===== src/verilog/pdm_consts.svh =====
`ifndef PDM_CONSTS_SVH
`define PDM_CONSTS_SVH
`define PDM_OP_STOP        8'h7F
`define PDM_OP_IDLE        8'h6F
`define PDM_RESET_VECTOR   16'h0100
`define PDM_CLKSEL_SLOW    2'h0
`define PDM_CLKSEL_RST     2'h0
`define PDM_STOP_ENTRY_CONTROL_REG_RST     8'h00
`define PDM_CTRL_RST       8'h00
`define PDM_XTAL_DIV       4096
`define PDM_XTAL_DIV_W     12
`define PDM_STAB_BIT       4
`define PDM_STAB_W         8
`define PDM_EXT_IRQ_N      4
`endif


===== src/verilog/pdm_pkg.sv =====
package pdm_pkg;
	typedef enum logic [1:0] {
		PDM_RUN  = 2'h0,
		PDM_IDLE = 2'h1,
		PDM_STOP = 2'h2,
		PDM_STAB = 2'h3
	} pdm_mode_e;
	typedef enum logic [1:0] {
		PDM_SRC_NONE  = 2'h0,
		PDM_SRC_RESET = 2'h1,
		PDM_SRC_IRQ   = 2'h2
	} pdm_src_e;
endpackage


===== src/verilog/pdm_stab_if.sv =====
`timescale 1ns/10ps
`default_nettype none
interface pdm_stab_if;
	logic       start;
	logic       reset_rate;
	logic [1:0] preset_sel;
	logic       done;
	logic [7:0] count;
	modport ctl (output start, output reset_rate, output preset_sel, input done, input count);
	modport tmr (input start, input reset_rate, input preset_sel, output done, output count);
endinterface
`default_nettype wire


===== src/verilog/pdm_stab_timer.sv =====
`timescale 1ns/10ps
`default_nettype none
`include "pdm_consts.svh"
module pdm_stab_timer (
	input  wire logic   sys_clk,
	input  wire logic   resetn,
	pdm_stab_if.tmr     st
);
	logic [`PDM_XTAL_DIV_W-1:0] div_r;
	logic [`PDM_STAB_W-1:0]     cnt_r;
	logic                       run_r;
	logic                       tick;
	logic                       done_r;

	always_comb begin
		unique case (st.reset_rate ? 2'h0 : st.preset_sel)
			2'h1:    tick = (div_r[9:0] == 10'h3FF);
			2'h2:    tick = (div_r[6:0] == 7'h7F);
			default: tick = (div_r == 12'hFFF);
		endcase
	end

	always_ff @(posedge sys_clk or negedge resetn) begin
		if (!resetn)
			div_r <= 12'h000;
		else if (st.start)
			div_r <= 12'h000;
		else if (run_r)
			div_r <= div_r + 12'h001;
	end

	always_ff @(posedge sys_clk or negedge resetn) begin
		if (!resetn) begin
			cnt_r  <= 8'h00;
			run_r  <= 1'b0;
			done_r <= 1'b0;
		end else begin
			done_r <= 1'b0;
			if (st.start) begin
				cnt_r <= 8'h00;
				run_r <= 1'b1;
			end else if (run_r && tick) begin
				cnt_r <= cnt_r + 8'h01;
				if (cnt_r[`PDM_STAB_BIT:0] == 5'h1F) begin // [RQ20]
					run_r  <= 1'b0;
					done_r <= 1'b1;
				end
			end
		end
	end

	assign st.done  = done_r;
	assign st.count = cnt_r;
endmodule
`default_nettype wire


===== src/verilog/pdm_wake_sel.sv =====
`timescale 1ns/10ps
`default_nettype none
`include "pdm_consts.svh"
module pdm_wake_sel (
	input  wire logic [`PDM_EXT_IRQ_N-1:0] ext_irq,
	input  wire logic [`PDM_EXT_IRQ_N-1:0] ext_irq_en,
	input  wire logic                      watch_irq,
	input  wire logic                      watch_on_sub,
	input  wire logic                      any_irq_enabled,
	output logic                           stop_wake,
	output logic                           idle_wake
);
	assign stop_wake = (|(ext_irq & ext_irq_en)) || (watch_irq && watch_on_sub); // [RQ7] [RQ12]
	assign idle_wake = any_irq_enabled; // [RQ17] [RQ18]
endmodule
`default_nettype wire


===== src/verilog/pdm_power_ctrl.sv =====
`timescale 1ns/10ps
`default_nettype none
`include "pdm_consts.svh"
// Functional notes
// [RQ1] stop opcode halts cpu, peripherals and main oscillator
// [RQ2] register file contents held while stopped
// [RQ3] stop left only by reset or qualifying interrupt
// [RQ4] reset wake resets control registers, keeps data registers
// [RQ5] reset wake clears clock select to slowest divider
// [RQ6] after reset stabilization, fetch begins at reset vector
// [RQ7] four external wake interrupts on port 3 end stop
// [RQ8] interrupt wake keeps control registers except stop entry control
// [RQ9] software sets stabilization settings before stop
// [RQ10] interrupt wake keeps clock select bits
// [RQ11] interrupt wake services irq, resumes after stop
// [RQ12] watch timer on sub oscillator may wake from stop
// [RQ13] software writes stop entry control before stop opcode
// [RQ14] idle gates cpu clock only; peripherals keep running
// [RQ15] port directions frozen during idle
// [RQ16] reset ending idle resets controls and selects slowest clock
// [RQ17] masked interrupts keep idle until reset
// [RQ18] enabled interrupt ends idle, clock unchanged, resumes after idle
// [RQ19] reset stabilization count advances at main clock over 4096
// [RQ20] stabilization ends on counter bit 4 overflow
// [RQ21] power mode held in state register
module pdm_power_ctrl (
	input  wire logic                      sys_clk,
	input  wire logic                      resetn,
	input  wire logic                      op_valid,
	input  wire logic [7:0]                op_code,
	input  wire logic [15:0]               op_next_pc,
	input  wire logic                      return_from_interrupt,
	input  wire logic [`PDM_EXT_IRQ_N-1:0] external_wake_irq,
	input  wire logic [`PDM_EXT_IRQ_N-1:0] external_wake_en,
	input  wire logic                      watch_irq,
	input  wire logic                      watch_on_sub,
	input  wire logic                      any_irq_enabled,
	input  wire logic                      stop_ctl_we,
	input  wire logic [7:0]                stop_ctl_wdata,
	input  wire logic                      clk_sel_we,
	input  wire logic [1:0]                clk_sel_wdata,
	input  wire logic [1:0]                stab_preset_sel,
	input  wire logic [7:0]                port_dir_live,
	output logic [1:0]                     power_mode,
	output logic                           cpu_clk_en,
	output logic                           periph_clk_en,
	output logic                           osc_en,
	output logic                           ctrl_regs_reset,
	output logic                           regfile_hold,
	output logic                           irq_service,
	output logic                           pc_load,
	output logic [15:0]                    pc_load_value,
	output logic [7:0]                     stop_entry_control_reg,
	output logic [1:0]                     system_clock_select_reg,
	output logic [7:0]                     port_dir,
	output logic [7:0]                     stabilization_counter
);
	pdm_pkg::pdm_mode_e mode_r;
	pdm_pkg::pdm_src_e  src_r;
	pdm_stab_if         st ();
	logic               stop_wake;
	logic               idle_wake;
	logic               boot_r;
	logic               start_r;
	logic               pc_load_r;
	logic [15:0]        pc_val_r;
	logic [15:0]        resume_pc_r;
	logic               svc_r;
	logic [7:0]         dir_hold_r;

	pdm_wake_sel u_wake (
		.ext_irq         (external_wake_irq),
		.ext_irq_en      (external_wake_en),
		.watch_irq       (watch_irq),
		.watch_on_sub    (watch_on_sub),
		.any_irq_enabled (any_irq_enabled),
		.stop_wake       (stop_wake),
		.idle_wake       (idle_wake)
	);

	pdm_stab_timer u_stab (
		.sys_clk (sys_clk),
		.resetn  (resetn),
		.st      (st)
	);

	// a reset always passes through stabilization at fxx/4096
	always_ff @(posedge sys_clk or negedge resetn) begin
		if (!resetn)
			boot_r <= 1'b1;
		else
			boot_r <= 1'b0;
	end

	// mode state machine
	always_ff @(posedge sys_clk or negedge resetn) begin
		if (!resetn) begin
			mode_r  <= pdm_pkg::PDM_STAB; // [RQ3]
			src_r   <= pdm_pkg::PDM_SRC_RESET;
			start_r <= 1'b0;
		end else begin
			start_r <= 1'b0;
			if (boot_r) begin
				start_r <= 1'b1; // [RQ19]
			end else begin
				unique case (mode_r)
					pdm_pkg::PDM_RUN: begin
						if (op_valid && op_code == `PDM_OP_STOP)
							mode_r <= pdm_pkg::PDM_STOP; // [RQ1] [RQ21]
						else if (op_valid && op_code == `PDM_OP_IDLE)
							mode_r <= pdm_pkg::PDM_IDLE; // [RQ14]
					end
					pdm_pkg::PDM_IDLE: begin
						if (idle_wake) begin
							mode_r <= pdm_pkg::PDM_RUN; // [RQ18]
							src_r  <= pdm_pkg::PDM_SRC_IRQ;
						end
					end
					pdm_pkg::PDM_STOP: begin
						if (stop_wake) begin
							mode_r  <= pdm_pkg::PDM_STAB; // [RQ3]
							src_r   <= pdm_pkg::PDM_SRC_IRQ;
							start_r <= 1'b1;
						end
					end
					pdm_pkg::PDM_STAB: begin
						if (st.done)
							mode_r <= pdm_pkg::PDM_RUN; // [RQ20]
					end
				endcase
			end
		end
	end

	assign st.start      = start_r;
	assign st.reset_rate = (src_r == pdm_pkg::PDM_SRC_RESET); // [RQ19]
	assign st.preset_sel = stab_preset_sel; // [RQ9]

	// resume address capture at entry
	always_ff @(posedge sys_clk or negedge resetn) begin
		if (!resetn)
			resume_pc_r <= 16'h0000;
		else if (mode_r == pdm_pkg::PDM_RUN && op_valid &&
				(op_code == `PDM_OP_STOP || op_code == `PDM_OP_IDLE))
			resume_pc_r <= op_next_pc;
	end

	// fetch redirect and interrupt service request
	always_ff @(posedge sys_clk or negedge resetn) begin
		if (!resetn) begin
			pc_load_r <= 1'b0;
			pc_val_r  <= 16'h0000;
			svc_r     <= 1'b0;
		end else begin
			pc_load_r <= 1'b0;
			if (mode_r == pdm_pkg::PDM_STAB && st.done && !boot_r) begin
				if (src_r == pdm_pkg::PDM_SRC_RESET) begin
					pc_load_r <= 1'b1;
					pc_val_r  <= `PDM_RESET_VECTOR; // [RQ6]
				end else begin
					svc_r <= 1'b1; // [RQ11]
				end
			end else if (mode_r == pdm_pkg::PDM_IDLE && idle_wake) begin
				svc_r <= 1'b1; // [RQ18]
			end else if (svc_r && return_from_interrupt) begin
				svc_r     <= 1'b0;
				pc_load_r <= 1'b1;
				pc_val_r  <= resume_pc_r; // [RQ11] [RQ18]
			end
		end
	end

	// stop entry control: written before stop, cleared on interrupt wake
	always_ff @(posedge sys_clk or negedge resetn) begin
		if (!resetn)
			stop_entry_control_reg <= `PDM_STOP_ENTRY_CONTROL_REG_RST; // [RQ4] [RQ16]
		else if (mode_r == pdm_pkg::PDM_STOP && stop_wake)
			stop_entry_control_reg <= `PDM_STOP_ENTRY_CONTROL_REG_RST; // [RQ8]
		else if (stop_ctl_we && mode_r == pdm_pkg::PDM_RUN)
			stop_entry_control_reg <= stop_ctl_wdata; // [RQ13]
	end

	// clock divider select: slowest after reset, held across interrupt wake
	always_ff @(posedge sys_clk or negedge resetn) begin
		if (!resetn)
			system_clock_select_reg <= `PDM_CLKSEL_RST; // [RQ5] [RQ16]
		else if (clk_sel_we && mode_r == pdm_pkg::PDM_RUN)
			system_clock_select_reg <= clk_sel_wdata; // [RQ10]
	end

	// port direction frozen while idle
	always_ff @(posedge sys_clk or negedge resetn) begin
		if (!resetn)
			dir_hold_r <= 8'h00;
		else if (mode_r == pdm_pkg::PDM_RUN)
			dir_hold_r <= port_dir_live;
	end

	assign port_dir = (mode_r == pdm_pkg::PDM_IDLE) ? dir_hold_r : port_dir_live; // [RQ15]

	assign power_mode      = mode_r;
	assign cpu_clk_en      = (mode_r == pdm_pkg::PDM_RUN); // [RQ14]
	assign periph_clk_en   = (mode_r == pdm_pkg::PDM_RUN) || (mode_r == pdm_pkg::PDM_IDLE); // [RQ1] [RQ14]
	assign osc_en          = (mode_r != pdm_pkg::PDM_STOP); // [RQ1]
	assign ctrl_regs_reset = boot_r; // [RQ4] [RQ16]
	assign regfile_hold    = (mode_r != pdm_pkg::PDM_RUN); // [RQ2]
	assign irq_service     = svc_r;
	assign pc_load         = pc_load_r;
	assign pc_load_value   = pc_val_r;
	assign stabilization_counter = st.count;
endmodule
`default_nettype wire


===== config.mk =====
export PLATFORM = sky130hd
export DESIGN_NAME = pdm_power_ctrl
export DESIGN_NICKNAME = d
export VERILOG_FILES = /design/src/verilog/pdm_pkg.sv /design/src/verilog/pdm_stab_if.sv /design/src/verilog/pdm_stab_timer.sv /design/src/verilog/pdm_wake_sel.sv /design/src/verilog/pdm_power_ctrl.sv
export VERILOG_INCLUDE_DIRS = /design/src /design/src/verilog
export SDC_FILE = /design/constraint.sdc
export NUM_CORES = 1
export LEC_CHECK = 0
export BUFFER_PORTS_ARGS = -buffer_cell sky130_fd_sc_hd__buf_4
export CAP_MARGIN = 10
export CORE_UTILIZATION = 35
export DETAILED_ROUTE_END_ITERATION = 8
export MAX_ROUTING_LAYER = met4
export PLACE_DENSITY_LB_ADDON = 0.1
export SYNTH_ARGS = -nofsm -noshare
export SYNTH_HDL_FRONTEND = slang
export SYNTH_SLANG_ARGS = --single-unit

===== constraint.sdc =====
create_clock -name sys_clk -period 6.42 [get_ports sys_clk]
set_input_delay 0.321 -clock sys_clk [delete_from_list [all_inputs] [get_ports sys_clk]]
set_output_delay 0.321 -clock sys_clk [all_outputs]
set_load 0.05 [all_outputs]

**Word-level counts from Yosys, hierarchy flattened**

Cells that the tools add are included.

- Input port bits: 61
- Bits in writable memories: 0
- ROM bits: 0
- Memories: 0
- Latch bits: 0
- Register bits: 80

- Multiply operators: 0
- Bitwise gates (word level): 2
- Shift-type cells: 0
- Mux-type cells: 39
- $lt $le $gt $ge: 0
- Reduce and logical (&&, ||, !) cells: 32
- Divide/modulo/power cells: 0
- Equality and inequality tests: 20
- $add $sub $neg: 2

Operator list:

| kind | count |
|---|---|
| 2-to-1 mux 16 bit | 4 |
| 2-to-1 mux 8 bit | 5 |
| 2-to-1 mux 12 bit | 2 |
| 2-to-1 mux 1 bit | 17 |
| == test 8 x 7 -> 1 bit, second input constant | 2 |
| 2-to-1 mux 2 bit | 8 |
| nonzero test 2 bit | 7 |
| logical AND 1 bit | 13 |
| adder 12 x 1 -> 12 bit, second input constant | 1 |
| == test 12 bit, second input constant | 1 |
| == test 10 bit, second input constant | 1 |
| != test 2 bit, second input constant | 5 |
| adder 8 x 1 -> 8 bit, second input constant | 1 |
| one-hot mux 2 bit (4 select lines) | 1 |
| == test 7 bit, second input constant | 1 |
| == test 2 x 1 -> 1 bit, second input constant | 3 |
| == test 2 bit, second input constant | 3 |
| == test 5 bit, second input constant | 1 |
| AND reduction 5 bit | 1 |
| AND 4 bit | 1 |
| != test 2 x 1 -> 1 bit, second input constant | 2 |
| one-hot mux 2 bit (2 select lines) | 1 |
| AND reduction 2 bit | 2 |
| AND reduction 4 bit | 1 |
| 9 further kinds | 11 |

**Depth between registers and ports, before layout**

- Word-level depth: 7
- Gate-level depth with buffers: 9
- Depth with buffers taken out: 8

**By module**

A second synthesis with hierarchy kept.

- Cell total of the unflattened synthesis: 307
- Area total of the unflattened synthesis: 3651.0 µm²

Modules (own cells, without submodules):

| module | cells each | area each (µm²) | instances |
|---|---|---|---|
| pdm_power_ctrl | 182 | 2444.8 | 1 |
| pdm_stab_timer | 121 | 1177.4 | 1 |
| pdm_wake_sel | 4 | 28.8 | 1 |

**Least setup slack after synthesis**

No wires, ideal clock.

- Path type: register -> output
- Start: reg mode_r[0] (netlist: power_mode[0])
- End: out periph_clk_en
- Data arrival time: 2.204 ns
- Stages on the path, launching flop included: 6
- Setup slack: 3.895 ns
- Data required time: 6.099 ns
- Cells stage by stage: dfstp_2 -> inv_1 -> ha_1 -> clkbuf_1 -> clkbuf_1 -> or2_2

- Longest elaborated chain between the ends: 2

RTL lines:

| item | line | RTL |
|---|---|---|
| start: declaration | pdm_power_ctrl.sv:58 | `pdm_pkg::pdm_mode_e mode_r;` |
| start signal: assignment | pdm_power_ctrl.sv:98 | `mode_r <= pdm_pkg::PDM_STAB;` |
| start signal: assignment | pdm_power_ctrl.sv:109 | `mode_r <= pdm_pkg::PDM_STOP;` |
| start signal: assignment | pdm_power_ctrl.sv:111 | `mode_r <= pdm_pkg::PDM_IDLE;` |
| logical NOT 2 bit | n/a |  |
| named net cpu_clk_en | pdm_power_ctrl.sv:45 | `output logic cpu_clk_en,` |
| logical OR 1 bit | pdm_power_ctrl.sv:203 | `assign periph_clk_en = (mode_r == pdm_pkg::PDM_RUN) \|\| (mode_r == pdm_pkg::PDM_IDLE);` |
| end: declaration | pdm_power_ctrl.sv:46 | `output logic periph_clk_en,` |

The timed path passes the listed nets, and every way through them passes these cells.

**Worst setup path after layout**

- Start: reg mode_r[0] (netlist: power_mode[0])
- End: out periph_clk_en

- Longest elaborated chain between the ends: 2

RTL lines:

| item | line |
|---|---|
| == test 2 x 1 -> 1 bit or logical NOT 2 bit (tied branches) | pdm_power_ctrl.sv:203 |
| logical OR 1 bit * | pdm_power_ctrl.sv:203 |

Every way passes the cells marked *; elsewhere a longest branch is shown, timed or not.

==> impl_table.tex <==
\begin{tabular}{lr}
\hline
Metric & Value \\
\hline
\multicolumn{2}{l}{\textbf{Clock tree}} \\
Post-CTS repair timing setup buffer count & 0 \\
Clock-pin slew of the registers on the worst-case setup and hold paths & 90 ps \\
CTS tree & yes \\
Buffer levels on the longest clock path & 2 \\
Maximum level of the CTS H-tree & 3 \\
Post-cts sizing count & 0 \\
CTS Hold Bufs & 0 \\
Clock insertion delay at the later pin of the skew report & 350 ps \\
Clock Tree Root & sky130\_fd\_sc\_hd\_\_clkbuf\_8 \\
Sinks on Clock Net & 80 \\
Clock buffer count from CTS & 9 \\
\multicolumn{2}{l}{\textbf{Logic synthesis}} \\
Number of register bits inferred by synthesis & 80 \\
Average size of a mapped cell & 10.9 um\^{}2 \\
Simple-gate share of the synthesized area & 0.145 \\
Fraction of post-synthesis cell area in the top cell type by area & 0.519 \\
Share of the synthesized area in compound gates (AO/OA/AOI/OAI) & 0.0939 \\
Most area-hungry cell type in the Yosys netlist & sky130\_fd\_sc\_hd\_\_dfrtp\_1 \\
Synth Cell Area & 3660 um\^{}2 \\
EDFF count, synth & 0 \\
Xor and xnor area share after synthesis & 0.0215 \\
Yosys warns & 0 \\
Dominant combinational cell family by area after synthesis & simple AND/OR/NAND/NOR gates \\
Net count of the mapped netlist & 408 \\
Post-synthesis sequential area ratio & 0.548 \\
Primary FF master, synth & sky130\_fd\_sc\_hd\_\_dfrtp\_1 \\
Cells taking the most area after synthesis & sky130\_fd\_sc\_hd\_\_dfrtp\_1, sky130\_fd\_sc\_hd\_\_mux2\_2, sky130\_fd\_sc\_hd\_\_mux2\_1, sky130\_fd\_sc\_hd\_\_nand3\_1, sky130\_fd\_sc\_hd\_\_ha\_1 \\
Unique masters post-synth & 47 \\
Adder and majority cell fraction of the synthesized area & 0.0341 \\
Mux contribution to synthesized area & 0.113 \\
Mapped Cells & 337 \\
Asr flop ratio synth & 1.00 \\
\multicolumn{2}{l}{\textbf{Critical path}} \\
Path length in cells of the critical path & 4 \\
CP max FO & 22 \\
Worst EP arrival & 2110 ps \\
Library cell contributing the largest single delay on the critical path & sky130\_fd\_sc\_hd\_\_dfstp\_2 \\
Worst path required time & 6100 ps \\
CP top delay family & flip-flops \\
Cell breakdown of the critical path & inv\_1 > ha\_1 > or2\_2 > buf\_4 \\
Maximum cell stage delay along the critical path & 570 ps \\
CP startpoint kind & register \\
Buffering stage count on the worst path with inverters included & 2 \\
CP endpoint kind & output port \\
Critical path type & register to output port \\
Number of cells on the worst reg-to-reg path & 5 \\
\multicolumn{2}{l}{\textbf{Power}} \\
Worst ir drop on vdd & 0.374 mV \\
Combinational power share & 0.448 \\
Post-layout total power & 1.80 mW \\
Clk network pwr share & 0.188 \\
Power per unit of standard cell area & 376 nW/um\^{}2 \\
NetSw & 0.784 mW \\
Cell-internal power & 1.02 mW \\
Leakage power total & 2.28 nW \\
Switching part of the total power & 0.434 \\
Sequential group share of total power & 0.364 \\
\multicolumn{2}{l}{\textbf{STA}} \\
Final Hold Viols & 0 \\
Total Neg Setup Slack & 0 ps \\
Post-route worst setup slack & 3980 ps \\
Worst Skew & 13.9 ps \\
Unrepaired setup endpoints after global routing & no \\
Worst-margin pin slew & 1020 ps \\
Number of failing setup endpoints in the final timing report & 0 \\
Portion of the clock cycle consumed by the worst path in the final layout & 0.379 \\
Max frequency & 0.411 GHz \\
Pins Over Slew Limit & 0 \\
Worst slew slack as a fraction of its limit & 0.320 \\
Minimum clock period after layout & 2440 ps \\
\multicolumn{2}{l}{\textbf{Global route}} \\
Vias in the first global route & 2,724 \\
Initial antenna violation count & 0 \\
Largest net degree at the start of global routing & 81 \\
First-pass GRT wire length & 13.1 mm \\
Global-route congestion overflow total & 0 \\
Overall global routing resource usage & 0.156 \\
\multicolumn{2}{l}{\textbf{Routing}} \\
Vias per Instance & 4.80 \\
Routed via count & 2,796 \\
Aggregate routed wire length & 7.93 mm \\
Remaining antenna violation count after routing & 0 \\
Number of detailed-routing iterations run before antenna repair & 4 \\
DR DRC count & 0 \\
Average wire per standard cell & 13.6 um \\
Number of DRC violations after detailed-routing iteration 0 & 85 \\
\multicolumn{2}{l}{\textbf{Run status}} \\
Outcome & finished, final reports clean \\
\multicolumn{2}{l}{\textbf{Cells and area}} \\
Antenna cells & 0 \\
Post-layout instance count excluding filler cells & 583 \\
Area grow syn2layout & 31.0\% \\
Share of post-route cells with drive strength above 1 & 0.349 \\
Count of fill cells added during filler insertion & 937 \\
Total Nets Final & 516 \\
Final design utilization & 0.482 \\
\multicolumn{2}{l}{\textbf{Flow run}} \\
Maxcap violations & 0 \\
\multicolumn{2}{l}{\textbf{Die}} \\
Vertical die dimension & 104 um \\
Number of top-level design ports & 112 \\
Row count & 36 \\
Initial core utilization & 0.368 \\
Die area & 10,900 um\^{}2 \\
Die Span X & 104 um \\
Std-Cell Core Area & 9950 um\^{}2 \\
\multicolumn{2}{l}{\textbf{Min path}} \\
Path class of the lowest-slack min-delay path & primary input to asynchronous set/reset pin \\
\multicolumn{2}{l}{\textbf{Place}} \\
Detailed placement HPWL & 5.53 mm \\
Post-placement setup slack & 3970 ps \\
Instance count after placement with tap cells included & 566 \\
Number of buffers inserted by port buffering & 111 \\
Final weighted congestion in routability-driven placement & 0.762 \\
\hline
\end{tabular}
[stage by stage]
| stage | area [um^2] | hold WS (ps) |
|---|---|---|
| after floorplan | 3660 | 25.4 |
| after global placement | 4610 | 441 |
| after detailed placement | 4610 | 444 |
| after CTS | 4790 | 157 |
| after global routing | 4800 | 149 |
| final | 4800 | 126 |
[placed cells by master, fill, tap and decap left out, types with 5 or more instances in the layout]
master / instances
sky130_fd_sc_hd__inv_1: 26
sky130_fd_sc_hd__o21ai_0: 17
sky130_fd_sc_hd__mux2_1: 17
sky130_fd_sc_hd__nand2_1: 23
sky130_fd_sc_hd__ha_1: 10
sky130_fd_sc_hd__buf_4: 111
sky130_fd_sc_hd__xnor2_1: 5
sky130_fd_sc_hd__nand3_1: 30
sky130_fd_sc_hd__dfrtp_1: 76
sky130_fd_sc_hd__a21oi_1: 19
sky130_fd_sc_hd__nand4_1: 7
sky130_fd_sc_hd__mux2_2: 18
sky130_fd_sc_hd__clkbuf_8: 9
sky130_fd_sc_hd__nor2_1: 14
[final timing paths]
kind | from | slack, ps | to
hold / removal | resetn | 130 | u_stab.div_r[8]
hold reg to reg | src_r[1] | 470 | src_r[1]
setup reg to reg | power_mode[0] | 4030 | resume_pc_r[11]
min in group sys_clk | op_next_pc[2] | 170 | resume_pc_r[2]
max in group asynchronous | resetn | 5620 | pc_load_value[10]
setup / recovery | power_mode[0] | 3980 | periph_clk_en
[power groups by stage]
stage | sequential, mW | clock, mW | combinational, mW
3_5_place_dp | 0.668 | 0 | 0.812
4_1_cts | 0.659 | 0.355 | 0.813
3_3_place_gp | 0.665 | 0 | 0.808
6_report | 0.657 | 0.340 | 0.808
2_1_floorplan | 0.859 | 0 | 0.367
5_1_grt | 0.672 | 0.373 | 0.856
[synth_stat cells (2+ instances only)]
cell / instances
sky130_fd_sc_hd__nand4_1: 7
sky130_fd_sc_hd__mux2i_1: 2
sky130_fd_sc_hd__nand3_1: 30
sky130_fd_sc_hd__mux2_1: 17
sky130_fd_sc_hd__o31ai_1: 4
sky130_fd_sc_hd__and2_1: 2
sky130_fd_sc_hd__dfrtp_1: 76
sky130_fd_sc_hd__o22ai_1: 3
sky130_fd_sc_hd__o21ai_0: 17
sky130_fd_sc_hd__a21oi_1: 19
sky130_fd_sc_hd__buf_2: 3
sky130_fd_sc_hd__mux2_2: 18
sky130_fd_sc_hd__or4_1: 4
sky130_fd_sc_hd__ha_1: 10
sky130_fd_sc_hd__nand2_1: 23
sky130_fd_sc_hd__clkbuf_1: 11
sky130_fd_sc_hd__nor2_1: 14
sky130_fd_sc_hd__xnor2_1: 5
sky130_fd_sc_hd__xor2_1: 4
sky130_fd_sc_hd__dfstp_2: 4
sky130_fd_sc_hd__or2_2: 2
sky130_fd_sc_hd__or3_1: 4
sky130_fd_sc_hd__o21ai_1: 4
sky130_fd_sc_hd__nor3_1: 4
sky130_fd_sc_hd__inv_1: 26
sky130_fd_sc_hd__nand2b_1: 2
sky130_fd_sc_hd__and3_1: 2
[per-layer routing]
metal,GRT usage,vias up,share of wire
met5,-,-,0
met4,0.0490,0,0.0078
met3,0.0464,6,0.049
met2,0.252,59,0.51
met1,0.187,1337,0.44
li1,-,1394,-
[cell type report]
class,count,area [um^2],share of cell area
Sequential cell,80,2010,0.418
Clock inverter,7,55.1,0.0115
Clock buffer,9,124,0.0258
Inverter,26,97.6,0.0203
Multi-Input combinational cell,216,1500,0.313
Timing Repair Buffer,112,848,0.177
Tap cell,133,166,0.0347
[logic make-up after synthesis]
| kind of cell | Yosys count |
|---|---|
| buffers and inverters | 41 |
| adders and majority gates | 10 |
| AOI/OAI and AO/OA | 58 |
| and+or+nand+nor | 101 |
| DFF | 80 |
| xor gates and xnor gates | 9 |
| other | 1 |
| muxes | 37 |
(Power assumes the default switching activity.)
